### src/vme_ip_carrier_decoder_end.sv
`timescale 1ns/1ps

### src/vme_ip_carrier_pkg.sv
/*
  constants for the four-slot carrier address decoder and interrupt router:
  window sizes, region limits, address modifiers, register indices and the
  preset interrupt maps.
  assumes nothing; used with full package scope, never imported.
*/
package vme_ip_carrier_pkg;

  // a16 window: 1 kbyte, four 256-byte slot regions
  localparam int          A16_SLOT_BITS   = 8;
  localparam logic [7:0]  A16_ID_START    = 8'h80;  // i/o below this
  localparam logic [7:0]  A16_REG_START   = 8'hC0;  // own registers
  localparam logic [7:0]  A16_ID_BASE_HI  = 8'h80;  // id offset base

  // memory window: total window bits = base + size code (a24)
  localparam logic [4:0]  MEM_A24_WIN_BASE = 5'h10; // 128k for code 1
  localparam logic [4:0]  MEM_A32_WIN_BITS = 5'h19; // 32 mbyte
  localparam logic [3:0]  MEM_SIZE_OFF     = 4'h0;
  localparam logic [3:0]  MEM_SIZE_A24_MAX = 4'h7;
  localparam logic [3:0]  MEM_SIZE_A32     = 4'hF;

  // address modifiers
  localparam logic [5:0]  AM_A16_USER  = 6'h29;
  localparam logic [5:0]  AM_A16_SUPV  = 6'h2D;
  localparam logic [5:0]  AM_A24_0     = 6'h39;
  localparam logic [5:0]  AM_A24_1     = 6'h3A;
  localparam logic [5:0]  AM_A24_2     = 6'h3D;
  localparam logic [5:0]  AM_A24_3     = 6'h3E;
  localparam logic [5:0]  AM_A32_0     = 6'h09;
  localparam logic [5:0]  AM_A32_1     = 6'h0A;
  localparam logic [5:0]  AM_A32_2     = 6'h0D;
  localparam logic [5:0]  AM_A32_3     = 6'h0E;

  // register port indices (slot config registers at 0..3)
  localparam logic [3:0]  REG_IRQ_CFG_A  = 4'h0;
  localparam logic [3:0]  REG_IRQ_CFG_D  = 4'h3;
  localparam logic [3:0]  REG_IP_INT     = 4'h4;
  localparam logic [3:0]  REG_VME_IRQ    = 4'h5;
  localparam logic [3:0]  REG_SWITCHES   = 4'h6;
  localparam logic [7:0]  IRQ_CFG_MASK   = 8'h77;

  // preset maps, one byte per slot {d,c,b,a}: [6:4] int1, [2:0] int0
  localparam logic [31:0] PRESET_NONE = 32'h0000_0000;
  localparam logic [31:0] PRESET_1    = 32'h0765_4321;
  localparam logic [31:0] PRESET_2    = 32'h1254_1254;
  localparam logic [31:0] PRESET_3    = 32'h1346_1346;
  localparam logic [31:0] PRESET_4    = 32'h4433_2211;

  // decoded space of a hit
  typedef enum logic [1:0] {
    SPACE_IO  = 2'b00,
    SPACE_ID  = 2'b01,
    SPACE_REG = 2'b10,
    SPACE_MEM = 2'b11
  } space_e;

endpackage

### src/vme_ip_carrier_decoder.sv
/*
  address decoder and interrupt router of a four-slot module carrier on
  a vme backplane: a16 window, a24/a32 memory window, preset or
  software-programmed mapping of eight slot interrupts onto irq1..irq7.
  assumes inputs synchronous to clock_i, switches static, and that the
  vme cycle engine presents one address per request cycle.
*/
// Decided for this implementation: the plain strobed port and the placing of the registers.
// Summary of operation
// compare a15-12 and a11-10 with switches
// 1k a16 window, four 256-byte regions
// first 128 bytes go to i/o space
// low switch: 64-byte id, registers from 0xc0
// high switch: registers hidden, 128-byte id
// slots a..d at 0x000, 0x100, 0x200, 0x300
// two ints per slot, any level 1..7
// software routing only in positions 0..7
// upper positions mirror lower presets
// preset 0 none, preset 4 per slot
// preset 1 maps a0..d0 to 1..7
// preset 2 mapping table
// preset 3 mapping table
// memory size 0 disables memory decode
// size codes 1..7 a24, f a32
// equal slot sizes, placed consecutively
// a24 base compares a23-20, a19-16
// a32 base compares a31-28, a27-24
// compare only bits above total window
// a32 only with its modifiers, d08/d16
// a24 only with its modifiers
// switches sampled; reserved sizes never respond
`timescale 1ns/1ps
module vme_ip_carrier_decoder (
  // clock and reset
  input  wire logic        clock_i,
  input  wire logic        rst_i,
  // configuration switches
  input  wire logic [3:0]  a16_base_upper_sw_i,
  input  wire logic [3:0]  a16_base_lower_sw_i,
  input  wire logic [3:0]  irq_map_sw_i,
  input  wire logic [3:0]  mem_size_sw_i,
  input  wire logic [3:0]  mem_base_upper_sw_i,
  input  wire logic [3:0]  mem_base_lower_sw_i,
  // vme address phase
  input  wire logic        vme_req_i,
  input  wire logic [31:0] vme_addr_i,
  input  wire logic [5:0]  vme_am_i,
  input  wire logic        vme_wide_i,
  // decode result
  output logic             dec_valid_o,
  output logic             dec_hit_o,
  output logic [1:0]       dec_slot_o,
  output logic [1:0]       dec_space_o,
  output logic [22:0]      dec_offset_o,
  // interrupts
  input  wire logic [7:0]  ip_int_i,
  output logic [6:0]       vme_irq_o,
  output logic [2:0]       irq_level_o,
  // register port
  input  wire logic [3:0]  reg_addr_i,
  input  wire logic [7:0]  reg_wdata_i,
  input  wire logic        reg_we_i,
  input  wire logic        reg_re_i,
  output logic [7:0]       reg_rdata_o
);

  // whole state of the block
  typedef struct packed {
    logic [3:0]  a16_up;     // sampled switches
    logic [3:0]  a16_lo;
    logic [3:0]  irq_map;
    logic [3:0]  mem_size;
    logic [3:0]  mem_up;
    logic [3:0]  mem_lo;
    logic [31:0] irq_cfg;    // byte per slot
    logic        valid;      // decode result
    logic        hit;
    logic [1:0]  slot;
    logic [1:0]  space;
    logic [22:0] offset;
    logic [6:0]  irq;        // vme level lines
    logic [2:0]  level;      // highest active level
    logic [7:0]  rdata;
  } state_s;

  state_s q;       // registered state
  state_s next_q;  // next state

  // preset lookup; reserved presets act as no mapping
  function automatic logic [31:0] preset_map(input logic [2:0] p);
    logic [31:0] m;
    m = vme_ip_carrier_pkg::PRESET_NONE;
    case (p)
      3'h1: m = vme_ip_carrier_pkg::PRESET_1;
      3'h2: m = vme_ip_carrier_pkg::PRESET_2;
      3'h3: m = vme_ip_carrier_pkg::PRESET_3;
      3'h4: m = vme_ip_carrier_pkg::PRESET_4;
      default: m = vme_ip_carrier_pkg::PRESET_NONE;
    endcase
    return m;
  endfunction

  // combinational decode helpers
  logic        regs_on;    // own registers visible
  logic        am_a16;
  logic        am_a24;
  logic        am_a32;
  logic        a16_hit;
  logic        mem_en;     // legal size code and modifier
  logic [4:0]  win_bits;   // total memory window bits
  logic [31:0] addr_m;     // address in window's space
  logic [31:0] base_m;     // base in window's space
  logic [31:0] win_mask;
  logic [31:0] slot_mask;
  logic        mem_hit;
  logic [31:0] eff_cfg;    // routing in force
  logic [6:0]  lines;
  logic [2:0]  lv;         // level programmed for one slot line

  // config registers and the a16 register space are reachable only in switch positions 0..7
  assign regs_on = ~q.irq_map[3];

  // address modifier classes
  always_comb begin
    am_a16 = (vme_am_i == vme_ip_carrier_pkg::AM_A16_USER) ||
             (vme_am_i == vme_ip_carrier_pkg::AM_A16_SUPV);
    am_a24 = (vme_am_i == vme_ip_carrier_pkg::AM_A24_0) ||
             (vme_am_i == vme_ip_carrier_pkg::AM_A24_1) ||
             (vme_am_i == vme_ip_carrier_pkg::AM_A24_2) ||
             (vme_am_i == vme_ip_carrier_pkg::AM_A24_3);
    am_a32 = (vme_am_i == vme_ip_carrier_pkg::AM_A32_0) ||
             (vme_am_i == vme_ip_carrier_pkg::AM_A32_1) ||
             (vme_am_i == vme_ip_carrier_pkg::AM_A32_2) ||
             (vme_am_i == vme_ip_carrier_pkg::AM_A32_3);
  end

  // a16 window match; only two lower switch bits carry address
  assign a16_hit = am_a16 &&
                   (vme_addr_i[15:12] == q.a16_up) &&
                   (vme_addr_i[11:10] == q.a16_lo[1:0]);

  // memory window geometry from the size code
  always_comb begin
    mem_en   = 1'b0;
    win_bits = vme_ip_carrier_pkg::MEM_A32_WIN_BITS;
    addr_m   = vme_addr_i;
    base_m   = {q.mem_up, q.mem_lo, 24'h00_0000};
    if (q.mem_size == vme_ip_carrier_pkg::MEM_SIZE_OFF) begin
      mem_en = 1'b0;
    end else if (q.mem_size <= vme_ip_carrier_pkg::MEM_SIZE_A24_MAX) begin
      // 32k per slot doubling per step
      mem_en   = am_a24 && !vme_wide_i;
      win_bits = vme_ip_carrier_pkg::MEM_A24_WIN_BASE + {1'b0, q.mem_size};
      addr_m   = {8'h00, vme_addr_i[23:0]};
      base_m   = {8'h00, q.mem_up, q.mem_lo, 16'h0000};
    end else if (q.mem_size == vme_ip_carrier_pkg::MEM_SIZE_A32) begin
      mem_en = am_a32 && !vme_wide_i;
    end else begin
      mem_en = 1'b0;
    end
  end

  // only bits above the window are compared; a misaligned base
  // therefore snaps down to the aligned window rather than splitting it
  assign win_mask  = 32'hFFFF_FFFF << win_bits;
  assign slot_mask = 32'hFFFF_FFFF << (win_bits - 5'h02);
  assign mem_hit   = mem_en && (((addr_m ^ base_m) & win_mask) == 32'h0);

  // routing in force: software copy only when registers are visible
  assign eff_cfg = regs_on ? q.irq_cfg : preset_map(q.irq_map[2:0]);

  // level lines: any enabled slot interrupt programmed to that level
  always_comb begin
    lines = 7'h00;
    lv    = 3'h0;
    for (int i = 0; i < 8; i++) begin
      lv = eff_cfg[i*4 +: 3];
      if (ip_int_i[i] && (lv != 3'h0)) begin
        lines[lv - 3'h1] = 1'b1;
      end
    end
  end

  // next-state logic
  always_comb begin
    next_q = q;
    // switches are static but sampled so decode sees stable copies
    next_q.a16_up   = a16_base_upper_sw_i;
    next_q.a16_lo   = a16_base_lower_sw_i;
    next_q.irq_map  = irq_map_sw_i;
    next_q.mem_size = mem_size_sw_i;
    next_q.mem_up   = mem_base_upper_sw_i;
    next_q.mem_lo   = mem_base_lower_sw_i;

    // decode result, one cycle after the request
    next_q.valid  = vme_req_i;
    next_q.hit    = 1'b0;
    next_q.slot   = 2'b00;
    next_q.space  = vme_ip_carrier_pkg::SPACE_IO;
    next_q.offset = 23'h0;
    if (vme_req_i && a16_hit) begin
      next_q.hit  = 1'b1;
      next_q.slot = vme_addr_i[9:8];
      if (vme_addr_i[7:0] < vme_ip_carrier_pkg::A16_ID_START) begin
        next_q.space  = vme_ip_carrier_pkg::SPACE_IO;
        next_q.offset = {16'h0, vme_addr_i[6:0]};
      end else if (regs_on &&
                   vme_addr_i[7:0] >= vme_ip_carrier_pkg::A16_REG_START) begin
        next_q.space  = vme_ip_carrier_pkg::SPACE_REG;
        next_q.offset = {17'h0, vme_addr_i[5:0]};
      end else begin
        // 64 bytes with registers visible, 128 without
        next_q.space  = vme_ip_carrier_pkg::SPACE_ID;
        next_q.offset = {15'h0, vme_addr_i[7:0] -
                                vme_ip_carrier_pkg::A16_ID_BASE_HI};
      end
    end else if (vme_req_i && mem_hit) begin
      next_q.hit    = 1'b1;
      next_q.space  = vme_ip_carrier_pkg::SPACE_MEM;
      next_q.slot   = 2'((addr_m & ~win_mask) >> (win_bits - 5'h02));
      next_q.offset = 23'(addr_m & ~slot_mask);
    end

    // interrupt outputs and highest active level
    next_q.irq   = lines;
    next_q.level = 3'h0;
    for (int l = 1; l <= 7; l++) begin
      if (lines[l-1]) begin
        next_q.level = 3'(l);
      end
    end

    // register port; writes ignored while registers are hidden
    if (reg_we_i && regs_on &&
        reg_addr_i <= vme_ip_carrier_pkg::REG_IRQ_CFG_D) begin
      next_q.irq_cfg[reg_addr_i[1:0]*8 +: 8] =
        reg_wdata_i & vme_ip_carrier_pkg::IRQ_CFG_MASK;
    end
    next_q.rdata = 8'h00;
    if (reg_re_i) begin
      if (reg_addr_i <= vme_ip_carrier_pkg::REG_IRQ_CFG_D) begin
        next_q.rdata = regs_on ? q.irq_cfg[reg_addr_i[1:0]*8 +: 8] : 8'h00;
      end else if (reg_addr_i == vme_ip_carrier_pkg::REG_IP_INT) begin
        next_q.rdata = ip_int_i;
      end else if (reg_addr_i == vme_ip_carrier_pkg::REG_VME_IRQ) begin
        next_q.rdata = {1'b0, q.irq};
      end else if (reg_addr_i == vme_ip_carrier_pkg::REG_SWITCHES) begin
        next_q.rdata = {q.mem_size, q.irq_map};
      end else begin
        next_q.rdata = 8'h00;  // unmapped reads as zero
      end
    end

    // reset loads the preset chosen by the switch itself
    if (rst_i) begin
      next_q         = '0;
      next_q.irq_map = irq_map_sw_i;
      next_q.irq_cfg = preset_map(irq_map_sw_i[2:0]);
    end
  end

  // state register
  always_ff @(posedge clock_i) begin
    q <= next_q;
  end

  // outputs straight from state
  assign dec_valid_o  = q.valid;
  assign dec_hit_o    = q.hit;
  assign dec_slot_o   = q.slot;
  assign dec_space_o  = q.space;
  assign dec_offset_o = q.offset;
  assign vme_irq_o    = q.irq;
  assign irq_level_o  = q.level;
  assign reg_rdata_o  = q.rdata;
endmodule

### config.mk
export PLATFORM = sky130hd
export DESIGN_NAME = vme_ip_carrier_decoder
export DESIGN_NICKNAME = d
export VERILOG_FILES = /design/src/vme_ip_carrier_decoder_end.sv /design/src/vme_ip_carrier_pkg.sv /design/src/vme_ip_carrier_decoder.sv
export SDC_FILE = /design/constraint.sdc
export NUM_CORES = 1
export LEC_CHECK = 0
export ABC_AREA = 1
export BUFFER_PORTS_ARGS = -buffer_cell sky130_fd_sc_hd__buf_2
export CAP_MARGIN = 10
export CELL_PAD_IN_SITES_DETAIL_PLACEMENT = 1
export CELL_PAD_IN_SITES_GLOBAL_PLACEMENT = 1
export CORE_ASPECT_RATIO = 0.6
export CORE_MARGIN = 2
export CORE_UTILIZATION = 40
export DETAILED_ROUTE_END_ITERATION = 8
export PLACE_DENSITY = 0.79
export SLEW_MARGIN = 20
export SYNTH_ARGS = -nofsm -noshare
export SYNTH_HDL_FRONTEND = slang
export SYNTH_SLANG_ARGS = --single-unit
export TNS_END_PERCENT = 5
### constraint.sdc
create_clock -name clock_i -period 4.05 [get_ports clock_i]
set_input_delay 0.81 -clock clock_i [delete_from_list [all_inputs] [get_ports clock_i]]
set_output_delay 0.81 -clock clock_i [all_outputs]
set_load 0.02 [all_outputs]
=== Word-level counts from Yosys, hierarchy flattened ===
Index checks and enable logic that the tools add are counted.

* Register bits: 101
* Word-level logic and storage cells: 194

* $add $sub $neg: 12
* Order comparisons: 20
* Equality and inequality tests: 24
* Shifts and indexed selects: 6
* Multiplexer cells: 56
* Bitwise operators: 15
* Reduce and logical (&&, ||, !) cells: 46

{| class="wikitable"
|+ Operator list
! operator !! number
|-
| one-hot mux 31 bit (4 select lines) || 2
|-
| 2-to-1 mux 32 bit || 5
|-
| 2-to-1 mux 79 bit || 1
|-
| bitwise AND 32 bit || 2
|-
| 2-to-1 mux 28 bit || 2
|-
| 2-to-1 mux 7 bit || 8
|-
| 2-to-1 mux 25 bit || 2
|-
| bitwise OR 7 bit || 7
|-
| 2-to-1 mux 8 bit || 6
|-
| == test 6 bit (second input constant) || 6
|-
| negation 5 -> 34 bit || 1
|-
| variable shift 8 x 34 -> 32 bit (first input constant) || 1
|-
| indexed part select 8 x 34 -> 32 bit || 1
|-
| bitwise mux 32 bit || 1
|-
| zero test 32 bit || 1
|-
| less-than comparator 3 x 4 -> 1 bit (second input constant) || 8
|-
| NOT 32 bit || 1
|-
| indexed part select 32 x 6 -> 8 bit || 1
|-
| << shifter 32 x 5 -> 23 bit (first input constant) || 1
|-
| << shifter 32 x 5 -> 32 bit (first input constant) || 1
|-
| >> shifter 32 x 5 -> 2 bit || 1
|-
| XOR 32 bit || 1
|-
| 2-to-1 mux 31 bit || 1
|-
| logical AND 1 bit || 26
|-
| 30 further kinds || 92
|}

=== Logic depth before layout (Yosys ltp) ===
Gate-level depths: netlist of the first run.

* Depth after elaboration: 31
* Depth in mapped cells: 21
* Gate-level depth less buffers: 21

=== Worst setup path before layout of the first run ===
No wires, ideal clock.

* Path type: input-to-reg
* Start point: input port reg_addr_i[0]
* End point: register q (netlist bit reg_rdata_o[4])
* Data arrival time: 2.369 ns
* Required time: 3.978 ns
* Path slack: 1.609 ns
* Cell stages on the path: 10
* Path buffers: 2
* Cells stage by stage: inv_1 buf_1 ha_1 inv_1 nor2_1 inv_1 clkbuf_1 o311ai_0 o21ai_0 a21oi_1

* Cells in the longest elaborated chain, start to end: 5
* Elaborated cells on any way between the ends: 10
* Those cells by class: order compare (1); eq/ne (3); shift (1); mux (5)

{| class="wikitable"
|+ Ends and longest elaborated chain
! element !! line !! RTL
|-
| start, declared || vme_ip_carrier_decoder.sv:60 || <nowiki>input wire logic [3:0] reg_addr_i,</nowiki>
|-
| parallel branches: the longest is 4 deep, another holds indexed part select 32 x 6 -> 8 bit || - ||
|-
| 2-to-1 mux 8 bit (*) || vme_ip_carrier_decoder.sv:241 || <nowiki>if (reg_addr_i <= vme_ip_carrier_pkg::REG_IRQ_CFG_D) begin</nowiki>
|-
| end signal, assigned || vme_ip_carrier_decoder.sv:264 || <nowiki>q <= next_q;</nowiki>
|-
| end, declared || vme_ip_carrier_decoder.sv:86 || <nowiki>state_s q;</nowiki>
|}

Mark *: on every way between the ends.
A chain may end at the register's enable or synchronous reset.

=== Worst setup path after layout of the first run ===
* Start point: register q[88] in the netlist's numbering
* End point: register q (netlist bit dec_slot_o[0])

* Cells in the longest elaborated chain, start to end: 10
* Elaborated cells on any way between the ends: 25
* Those cells by class: add/sub (2); order compare (1); eq/ne (1); shift (2); mux (11); bitwise (4); reduce/logical (4)

{| class="wikitable"
|+ Ends and longest elaborated chain
! element !! line !! RTL
|-
| parallel branches: the longest is 8 deep, another holds adder 5 x 4 -> 5 bit || - ||
|-
| 2-to-1 mux 28 bit (*) || vme_ip_carrier_decoder.sv:217 || <nowiki>end else if (vme_req_i && mem_hit) begin</nowiki>
|-
| 2-to-1 mux 28 bit (*) || vme_ip_carrier_decoder.sv:201 || <nowiki>if (vme_req_i && a16_hit) begin</nowiki>
|}

Marked as above.

==> out/metrics.yaml, run 1 <==
outcome:
  status: "finished, final reports clean"
pwr:
  ir_drop_uv: 194
  leakage_nw: 3.73
  powerDensity_nw_per_um2: 355
sta:
  finClkSkew_ps: 15.8
  finalHoldViolations: 0
  setup_violations: 0
  worst_slew_pin_slew_ps: 766
  relSlewSlack_pct: 48.9
  min_period_over_period_pct: 73.8
  fmax_ghz: 0.335
  maxSlewViolCount: 0
  fin_crit_ps: 2990
  holdWs_ps: 548
  setup_tns_ps: 0
  rsz0062_at_grt: "false"
finish:
  final_layout_size_suffix_gt1_share_pct: 17.1
  nNetsFinal: 1165
  post-route-util_pct: 45.8
  final_cell_mix: "nand2_1 (199), inv_1 (148), nor2_1 (132)"
  n_antenna_cell: 0
  syn_to_final_growth_pct: 12.5
  final_common_cell: "nand2_1"
synth:
  synth_ff_type: "dfxtp_1"
  synth_edf_count: 32
  syn_area_per_cell_sq_um: 6.82
  synth_top_family_by_area: "simple AND/OR/NAND/NOR gates"
  postSynthCellCount: 966
  synth_cell_types: 40
  synthAdderAreaFrac_pct: 5.32
  async_flop_share_pct: 0
  synth-seq-area-share_pct: 35.3
  synthesis.area_sq_um: 6580
  synth-xor-area-share_pct: 1.46
  yosysWarnings: 0
  syn_nets: 1082
  synth-simple-area-share_pct: 31.1
  synth_compound_area_share_pct: 11.7
  ys_seq_elements: 100
  muxShareOfSynthArea_pct: 0
min_path:
  min_path_type: "in2reg"
global_routing:
  antenna_found_initial: 0
  grt_pass1_vias: 6288
  grt_max_degree: 41
  gr-total-overflow: 0
  grt_use_total_pct: 28.2
  grt_pass1_wl_um: 36700
route:
  drc: 0
  wl_um: 24100
  ant_nets: 0
  firstDrtPassIters: 5
  vias: 6607
  drt_iter0_markers: 609
  via_per_inst: 5.23
  post_drt_wl_per_cell_um: 19.1
clocking:
  cts.path.max_buffers: 2
  post-cts-setup-buffers: 0
  cts-resized-gates: 0
  cts_inserted_buffers: 9
  clock_sinks: 100
  clkLatencyLatePin_ps: 370
  cts.clk_slew.worst_paths_ps: 80
  h-tree-depth: 3
  cts.hold.buffers_added: 0
  cts_root_buf: "clkbuf_16"
  cts_tree: "built"
worst_setup_path:
  crit_required_ps: 4330
  worstSetupStartpointType: "flop"
  crit_fanout: 11
  crit_arrival_ps: 3270
  end_kind: "flop"
  path_class: "reg2reg"
die:
  die_width_um: 170
  dieArea_sq_um: 17500
  die_h_um: 103
  core_sq_um: 16200
  start_util_pct: 40.7
  num_rows: 36
  ios: 135
place:
  gp_congestion: 0.951
  portBuffers: 128
  dpl.hpwl_um: 20000
job:
  drv_cap: 0
## registers in the layout, summed over array words and instances (netlist names)
name          count
reg_rdata_o       8
dec_valid_o       1
vme_irq_o         7
dec_space_o       2
dec_offset_o     23
q                53
dec_slot_o        2
dec_hit_o         1
irq_level_o       3
## per-stage QoR
| stage | worst slack (ps) | power [W] | instances | area [sq um] |
|---|---|---|---|---|
| global placement | 1250 | 0.00175 | 1247 | 7110 |
| finish | 1060 | 0.00263 | 1263 | 7410 |
| floorplan | 1610 | 0.00155 | 966 | 6580 |
| global route | 815 | 0.00275 | 1263 | 7410 |
| detailed placement | 1180 | 0.00176 | 1247 | 7110 |
| CTS | 1160 | 0.00263 | 1263 | 7410 |
## synthesized netlist by cell type (7+ instances only)
master	number	area [sq um]
nand3_1	63	315
clkbuf_1	12	45.0
xor2_1	7	61.3
nor2_1	132	495
o22ai_1	7	43.8
dfxtp_1	68	1360
nor3_1	30	150
nand4_1	12	75.1
nand2_2	9	56.3
buf_4	45	338
inv_1	148	556
o21ai_0	69	345
o311ai_0	7	61.3
a21oi_1	45	225
ha_1	28	350
nand2_1	199	747
edfxtp_1	32	961
## where the power goes
group          internal, W  switching, W  leakage [nW]  total [W]
Combinational     0.000197      0.000433          2.70   0.000630
Sequential         0.00109     0.0000402         0.889    0.00113
Clock             0.000434      0.000434         0.145   0.000868
Total              0.00172      0.000907          3.73    0.00263
## worst max-delay path, stage by stage (launching register included)
cell     delay [ps]
dfxtp_1         400
inv_1           140
nor2_2          280
inv_2           200
ha_1            280
inv_1           100
ha_1            320
inv_1           220
nor2_1          190
nand3_1          90
o21ai_0         160
nor2_1           60
nor2_1          190
nand2_1         100
a21oi_1         180
## layer usage
metal | vias to the layer above | track usage (%) | wire [um]
met5 | - | 0 | 0
met4 | 0 | 4.27 | 137
met3 | 11 | 6.47 | 2270
met2 | 267 | 36.7 | 8710
met1 | 3088 | 46.3 | 13000
li1 | 3241 | - | -
## area by class of cell
cell class                      count  area [sq um]
Fill cell                        2173          8760
Multi-Input combinational cell    651          3270
Sequential cell                   100          2320
Timing Repair Buffer              134           686
Inverter                          153           574
Tap cell                          209           262
Clock buffer                        9           225
Clock inverter                      7          67.6
## worst paths after layout
kind	end	cells after the start	startpoint	slack, ps
max	dec_slot_o[0]	14	q[88]	1060
min	q[94]	1	irq_map_sw_i[3]	550
max reg2reg	dec_slot_o[0]	14	q[88]	1060
min reg2reg	q[78]	2	q[78]	600
## kinds of logic (layout without fill, tap and decap cells)
family	count (synthesis)	after routing
AND/OR/NAND/NOR	472	472
buffers and inverters	215	303
AO/OA/AOI/OAI	140	140
flip-flops	100	100
adder cells (fa/ha/maj)	28	28
XOR/XNOR	11	11
Note: power is estimated with default switching activity, not from simulation.
==> inputs of run 2 (changes only) <==
--- a/config.mk
+++ b/config.mk
@@ -12,9 +12,9 @@
 export CELL_PAD_IN_SITES_GLOBAL_PLACEMENT = 1
 export CORE_ASPECT_RATIO = 0.6
 export CORE_MARGIN = 2
-export CORE_UTILIZATION = 40
+export CORE_UTILIZATION = 35
 export DETAILED_ROUTE_END_ITERATION = 8
-export PLACE_DENSITY = 0.79
+export PLACE_DENSITY = 0.73
 export SLEW_MARGIN = 20
 export SYNTH_ARGS = -nofsm -noshare
 export SYNTH_HDL_FRONTEND = slang
==> constraint.sdc (replaced) <==
create_clock -name clock_i -period 2.7 [get_ports clock_i]
set_input_delay 0.54 -clock clock_i [delete_from_list [all_inputs] [get_ports clock_i]]
set_output_delay 0.54 -clock clock_i [all_outputs]
set_load 0.02 [all_outputs]
==> run 2 against run 1 <==
Against the previous run: sequential share of layout area shrank 1.3 points; cell count grew 4.5%; count of clock-buffer cells in the layout is the same; first-iteration DRC count shrank 17%; combinational power grew 63%; setup slack lost 910 ps; utilization shrank 3.3 points; global-route usage shrank 2.7 points; critical path type unchanged; largest cell class unchanged; highest routed layer is now met5.
==> out/metrics.yaml, run 2 (same netlist as run 1, synthesis figures left out) <==
min_path:
  min_path_type: "in2reg"
route:
  ant_nets: 0  # unchanged
  wl_um: 25300  # +4.9%
  drt_iter0_markers: 507  # -17%
  via_per_inst: 5.13  # -1.9%
  post_drt_wl_per_cell_um: 19.2  # +0.37%
  firstDrtPassIters: 5  # unchanged
  vias: 6775  # +2.5%
  drc: 0  # unchanged
worst_setup_path:
  crit_top_cell: "nand2_1"
  worstSetupStartpointType: "flop"
  crit_buf_inv: 2  # -2
  crit_chain: "buf_4 > or2_1 > nand2_2 > ha_1 > ha_1 > inv_2 > nor3_2 > nand3_1 > nand2_1 > nor2_1 > nand2_1 > nand2_1 > nand2_1 > nand2_1 > nand2_1 > nand2_1 > nand2_1"
  crit_arrival_ps: 2790  # -480 ps
  crit_slowest_cell: "dfxtp_2"
  crit_fanout: 14  # +3
  reg2reg_setup_slack_ps: 150  # -910 ps
  end_kind: "flop"
  crit_required_ps: 2940  # -1390 ps
  crit_family: "simple AND/OR/NAND/NOR gates"
  path_class: "reg2reg"
  cpPeakStageDelay_ps: 410  # about the same
die:
  die_h_um: 110  # +6.6%
  dieArea_sq_um: 20000  # +14%
  die_width_um: 181  # +6.7%
  start_util_pct: 36.1  # -4.7 points
  core_sq_um: 18300  # +13%
  ios: 135  # unchanged
  num_rows: 38  # +5.6%
place:
  portBuffers: 128  # unchanged
  place_ws_ps: 103  # -1080 ps
  dp.cells: 1303  # +4.5%
  dpl.hpwl_um: 21000  # +4.6%
  gp_congestion: 0.969  # +1.9%
global_routing:
  grt_pass1_wl_um: 38300  # +4.4%
  grt_max_degree: 24  # -41%
  grt_pass1_vias: 6455  # +2.7%
  antenna_found_initial: 1  # +1
  grt_use_total_pct: 25.5  # -2.7 points
  gr-total-overflow: 0  # unchanged
sta:
  fmax_ghz: 0.393  # +17%
  rsz0062_at_grt: "true"
  setup_violations: 0  # unchanged
  holdWs_ps: 289  # -260 ps
  finClkSkew_ps: 12.4  # -3.38 ps
  fin_ws_ps: 155  # -907 ps
  worst_slew_pin_slew_ps: 665  # -101 ps
  min_period_over_period_pct: 94.3  # +20 points
  relSlewSlack_pct: 55.7  # +6.8 points
  maxSlewViolCount: 0  # unchanged
  finalHoldViolations: 0  # unchanged
  fin_crit_ps: 2550  # -443 ps
finish:
  top_register: "q"
  finalNonFillerCells: 1320  # +4.5%
  regArea_sq_um: 2330  # +0.22%
  largest_register_ffs: 53  # unchanged
  final_common_cell: "nand2_1"
  final_cell_mix: "nand2_1 (196), inv_1 (145), buf_2 (128)"
  syn_to_final_growth_pct: 17.8
  n_antenna_cell: 0  # unchanged
  final_layout_size_suffix_gt1_share_pct: 21.8  # +4.7 points
  fillers: 2429  # +12%
  nNetsFinal: 1191  # +2.2%
  multiInputGateArea_sq_um: 3380  # +3.5%
  post-route-util_pct: 42.5  # -3.3 points
clocking:
  h-tree-depth: 3  # unchanged
  clock_sinks: 100  # unchanged
  cts_tree: "built"
  cts_inserted_buffers: 9  # unchanged
  cts.path.max_buffers: 2  # unchanged
  clkLatencyLatePin_ps: 350  # -20 ps
  cts.hold.buffers_added: 0  # unchanged
  cts_root_buf: "clkbuf_16"
  cts.clk_slew.worst_paths_ps: 70  # about the same
outcome:
  status: "finished, final reports clean"
job:
  drv_cap: 0  # unchanged
pwr:
  leakage_nw: 3.87  # +3.6%
  ir_drop_uv: 284  # +46%
  p_total_w: 0.00400  # +52%
  powerDensity_nw_per_um2: 516  # +46%
[run 2: changes by cell type in the layout (fill, tap and decap cells not counted), moves of 4 or more]
cell / before / now
nor2_1: 132 / 127
nor3_1: 30 / 23
nor2_2: 4 / 9
nor3_2: 0 / 6
dfxtp_2: 0 / 4
buf_4: 6 / 32
dfxtp_1: 68 / 64
[run 2: per-stage QoR]
step / setup TNS [ps] / area [sq um]
4_1_cts: 0 / 7620
3_3_place_gp: 0 / 7340
2_1_floorplan: 0 / 6580
3_5_place_dp: 0 / 7340
6_report: 0 / 7750
5_1_grt: -109 / 7750
[run 2: final timing paths]
path,startpoint,end,cells past startpoint
max,q[94],irq_level_o[0],17
min,irq_map_sw_i[3],q[94],1
max reg2reg,q[94],irq_level_o[0],17
min reg2reg,q[58],q[58],2
[run 2: report_power, final]
part	internal (W)	switching [W]
clock network	0.000639	0.000635
logic	0.000343	0.000690
registers	0.00163	0.0000615
total	0.00261	0.00139
[run 2: final cells by class]
| class | instances | share of cell area [%] |
|---|---|---|
| inverter | 153 | 7.44 |
| clock buffer | 9 | 2.90 |
| tap | 240 | 3.87 |
| multi-input combinational | 651 | 43.6 |
| clock inverter | 7 | 0.775 |
| sequential | 100 | 30.0 |
| timing repair buffer | 160 | 11.4 |
[run 2: per-layer routing]
| layer | up-vias | part of all wire [%] | GRT usage [%] |
|---|---|---|---|
| met4 | 2 | 0.75 | 4.18 |
| met2 | 261 | 36 | 32.7 |
| met5 | - | 0.051 | 0 |
| li1 | 3279 | - | - |
| met1 | 3213 | 55 | 42.3 |
| met3 | 20 | 8.5 | 5.09 |
[run 2: timing repair]
item | in CTS | in global routing
endpoints found under the setup margin | 0 | 6
endpoints found under the hold margin | 0 | 0
setup buffers | 0 | 1
gates resized for setup | 0 | 33
[run 2: worst register-to-register path, stage by stage, from the launching register on]
cell	delay, ps
dfxtp_2	410
buf_4	240
or2_1	190
nand2_2	130
ha_1	230
ha_1	340
inv_2	120
nor3_2	70
nand3_1	90
nand2_1	60
nor2_1	160
nand2_1	80
nand2_1	70
nand2_1	50
nand2_1	60
nand2_1	50
nand2_1	50
nand2_1	40
==> inputs of run 3 (changes only) <==
==> constraint.sdc (replaced) <==
create_clock -name clock_i -period 2.7 [get_ports clock_i]
set_input_delay 0.27 -clock clock_i [delete_from_list [all_inputs] [get_ports clock_i]]
set_output_delay 0.27 -clock clock_i [all_outputs]
set_load 0.02 [all_outputs]
==> run 3 against run 2 <==
Against the previous run: power is essentially flat; routed wire length is 2.6% lower; setup slack improved by 57 ps; sequential share of layout area rose by 0.073 points; cell count is 0.30% lower; sequential power is essentially flat; clock power is essentially flat; combinational power is essentially flat; non-clock buffer count decreased by 4; clock skew grew 1.8 ps; first-iteration DRC count rose by 61%; die area is the same; critical path type unchanged; critical endpoint is now irq_level_o[1]; largest power group unchanged.
==> out/metrics.yaml, run 3 (same netlist as run 1, synthesis figures left out) <==
sta:
  fin_crit_ps: 2490  # -56.7 ps
  setup_violations: 0  # unchanged
  finalHoldViolations: 0  # unchanged
  relSlewSlack_pct: 62.0  # +6.3 points
  rsz0062_at_grt: "false"
  finClkSkew_ps: 14.2  # +1.79 ps
  fmax_ghz: 0.402  # +2.3%
  setup_tns_ps: 0  # unchanged
  maxSlewViolCount: 0  # unchanged
  min_period_over_period_pct: 92.2  # -2.1 points
  worst_slew_pin_slew_ps: 565  # -101 ps
  holdWs_ps: 31.5  # -257 ps
pwr:
  switching_share_pct: 34.5  # -0.16 points
  p_sw_w: 0.00138  # -0.41%
  pwr-share-clk_pct: 32.2  # +0.4 points
  p_int_w: 0.00262  # +0.30%
  leakage_nw: 3.87  # about the same
  p_comb_share_pct: 25.6  # -0.2 points
  seqPwrFrac_pct: 42.3  # about the same
  powerDensity_nw_per_um2: 518  # +0.30%
  ir_drop_uv: 276  # -2.5%
die:
  ios: 135  # unchanged
  start_util_pct: 36.1  # unchanged
  die_width_um: 181  # unchanged
  die_h_um: 110  # unchanged
  dieArea_sq_um: 20000  # unchanged
  num_rows: 38  # unchanged
  core_sq_um: 18300  # unchanged
route:
  post_drt_wl_per_cell_um: 18.7  # -2.3%
  drc: 0  # unchanged
  vias: 6741  # -0.50%
  firstDrtPassIters: 5  # unchanged
  ant_nets: 0  # unchanged
  drt_iter0_markers: 816  # +61%
  wl_um: 24600  # -2.6%
  via_per_inst: 5.12  # -0.20%
global_routing:
  met1_usage_pct: 42.0  # -0.36 points
  antenna_found_initial: 0  # -1
  grt_max_degree: 26  # +8.3%
  grt_use_total_pct: 25.0  # -0.48 points
  grtUsageMet2_pct: 31.5  # -1.1 points
  gr-max-usage-layer: "met1"
  gr-total-overflow: 0  # unchanged
  grt.met3_usage_pct: 5.65  # +0.56 points
  grt_pass1_vias: 6410  # -0.70%
  grt_pass1_wl_um: 37700  # -1.6%
finish:
  final_common_cell: "nand2_1"
  largest_register_ffs: 53  # unchanged
  final_layout_size_suffix_gt1_share_pct: 21.9  # +0.17 points
  final_area_sq_um: 7730  # -0.24%
  post-route-util_pct: 42.4  # -0.10 points
  fillers: 2415  # -0.58%
  n_antenna_cell: 0  # unchanged
  final_cell_mix: "nand2_1 (194), inv_1 (144), buf_2 (128)"
  nNetsFinal: 1187  # -0.34%
  syn_to_final_growth_pct: 17.5
  top_register: "q"
  finalNonFillerCells: 1316  # -0.30%
worst_setup_path:
  path_class: "reg2reg"
  crit_fanout: 6  # -8
  r2r-start: "q[92]"
  end_kind: "flop"
  crit_start: "q[92]"
  crit_arrival_ps: 2750  # -40 ps
  worstSetupStartpointType: "flop"
  crit_required_ps: 2960  # +20 ps
clocking:
  clock_sinks: 100  # unchanged
  cts_tree: "built"
  cts.clk_slew.worst_paths_ps: 70  # about the same
  h-tree-depth: 3  # unchanged
  cts.hold.buffers_added: 0  # unchanged
  cts.path.max_buffers: 2  # unchanged
  cts_root_buf: "clkbuf_16"
  clkLatencyLatePin_ps: 350  # about the same
  cts_inserted_buffers: 9  # unchanged
min_path:
  hold_start: "irq_map_sw_i[3]"
  min_path_type: "in2reg"
place:
  portBuffers: 128  # unchanged
  gp_congestion: 0.963  # -0.62%
  dpl.hpwl_um: 20500  # -2.2%
  place_area_sq_um: 7300  # -0.55%
  dp.cells: 1296  # -0.54%
outcome:
  status: "finished, final reports clean"
job:
  drv_cap: 0  # unchanged
==> run 3: path summary, 6_finish.rpt <==
check	depth (start not counted)	slack (ps)	endpoint
hold / removal	1	30	q[94]
setup reg to reg	13	210	irq_level_o[1]
hold reg to reg	2	590	q[58]
setup / recovery	13	210	irq_level_o[1]
==> run 3: worst max-delay path: stages, from the launching register on <==
cell and delay (ps):
dfxtp_2 350, nor2_2 140, nand2_2 140, nand3_2 140, nand2_2 130, ha_1 240
ha_1 340, nor3_2 330, nand2_1 100, o21ai_0 90, inv_1 80, nand3_1 130
nor2_2 70, a21oi_1 150
==> run 3: final cells by class <==
cell class	count	area (sq um)	share of cell area (%)
Timing Repair Buffer	156	863	11.2
Clock inverter	6	51.3	0.663
Clock buffer	10	230	2.98
Tap cell	240	300	3.88
Multi-Input combinational cell	651	3390	43.8
Inverter	153	574	7.42
Sequential cell	100	2330	30.1
==> run 3: per-layer routing <==
layer / vias to the layer above / part of all wire [%]
met5: - / 0
met4: 0 / 0.45
met3: 8 / 10
met2: 285 / 35
met1: 3173 / 54
li1: 3275 / -
==> run 3: power by group through the flow <==
stage | Combinational, W | Sequential (W) | Clock, W
after CTS | 0.000961 | 0.00169 | 0.00131
after global routing | 0.00114 | 0.00170 | 0.00137
after floorplan | 0.000637 | 0.00169 | 0
after detailed placement | 0.000954 | 0.00172 | 0
final | 0.00102 | 0.00169 | 0.00129
after global placement | 0.000933 | 0.00172 | 0
==> run 3: per-stage QoR <==
stage | setup slack, ps | power, W
after floorplan | 310 | 0.00233
after global placement | 165 | 0.00265
after detailed placement | 88.9 | 0.00268
after CTS | 70.9 | 0.00396
after global routing | 5.53 | 0.00421
final | 212 | 0.00400
==> run 3: what timing repair did <==
item                       CTS  global route
setup endpoints to repair    0             9
buffers inserted             0             4
gates resized for setup      0            38
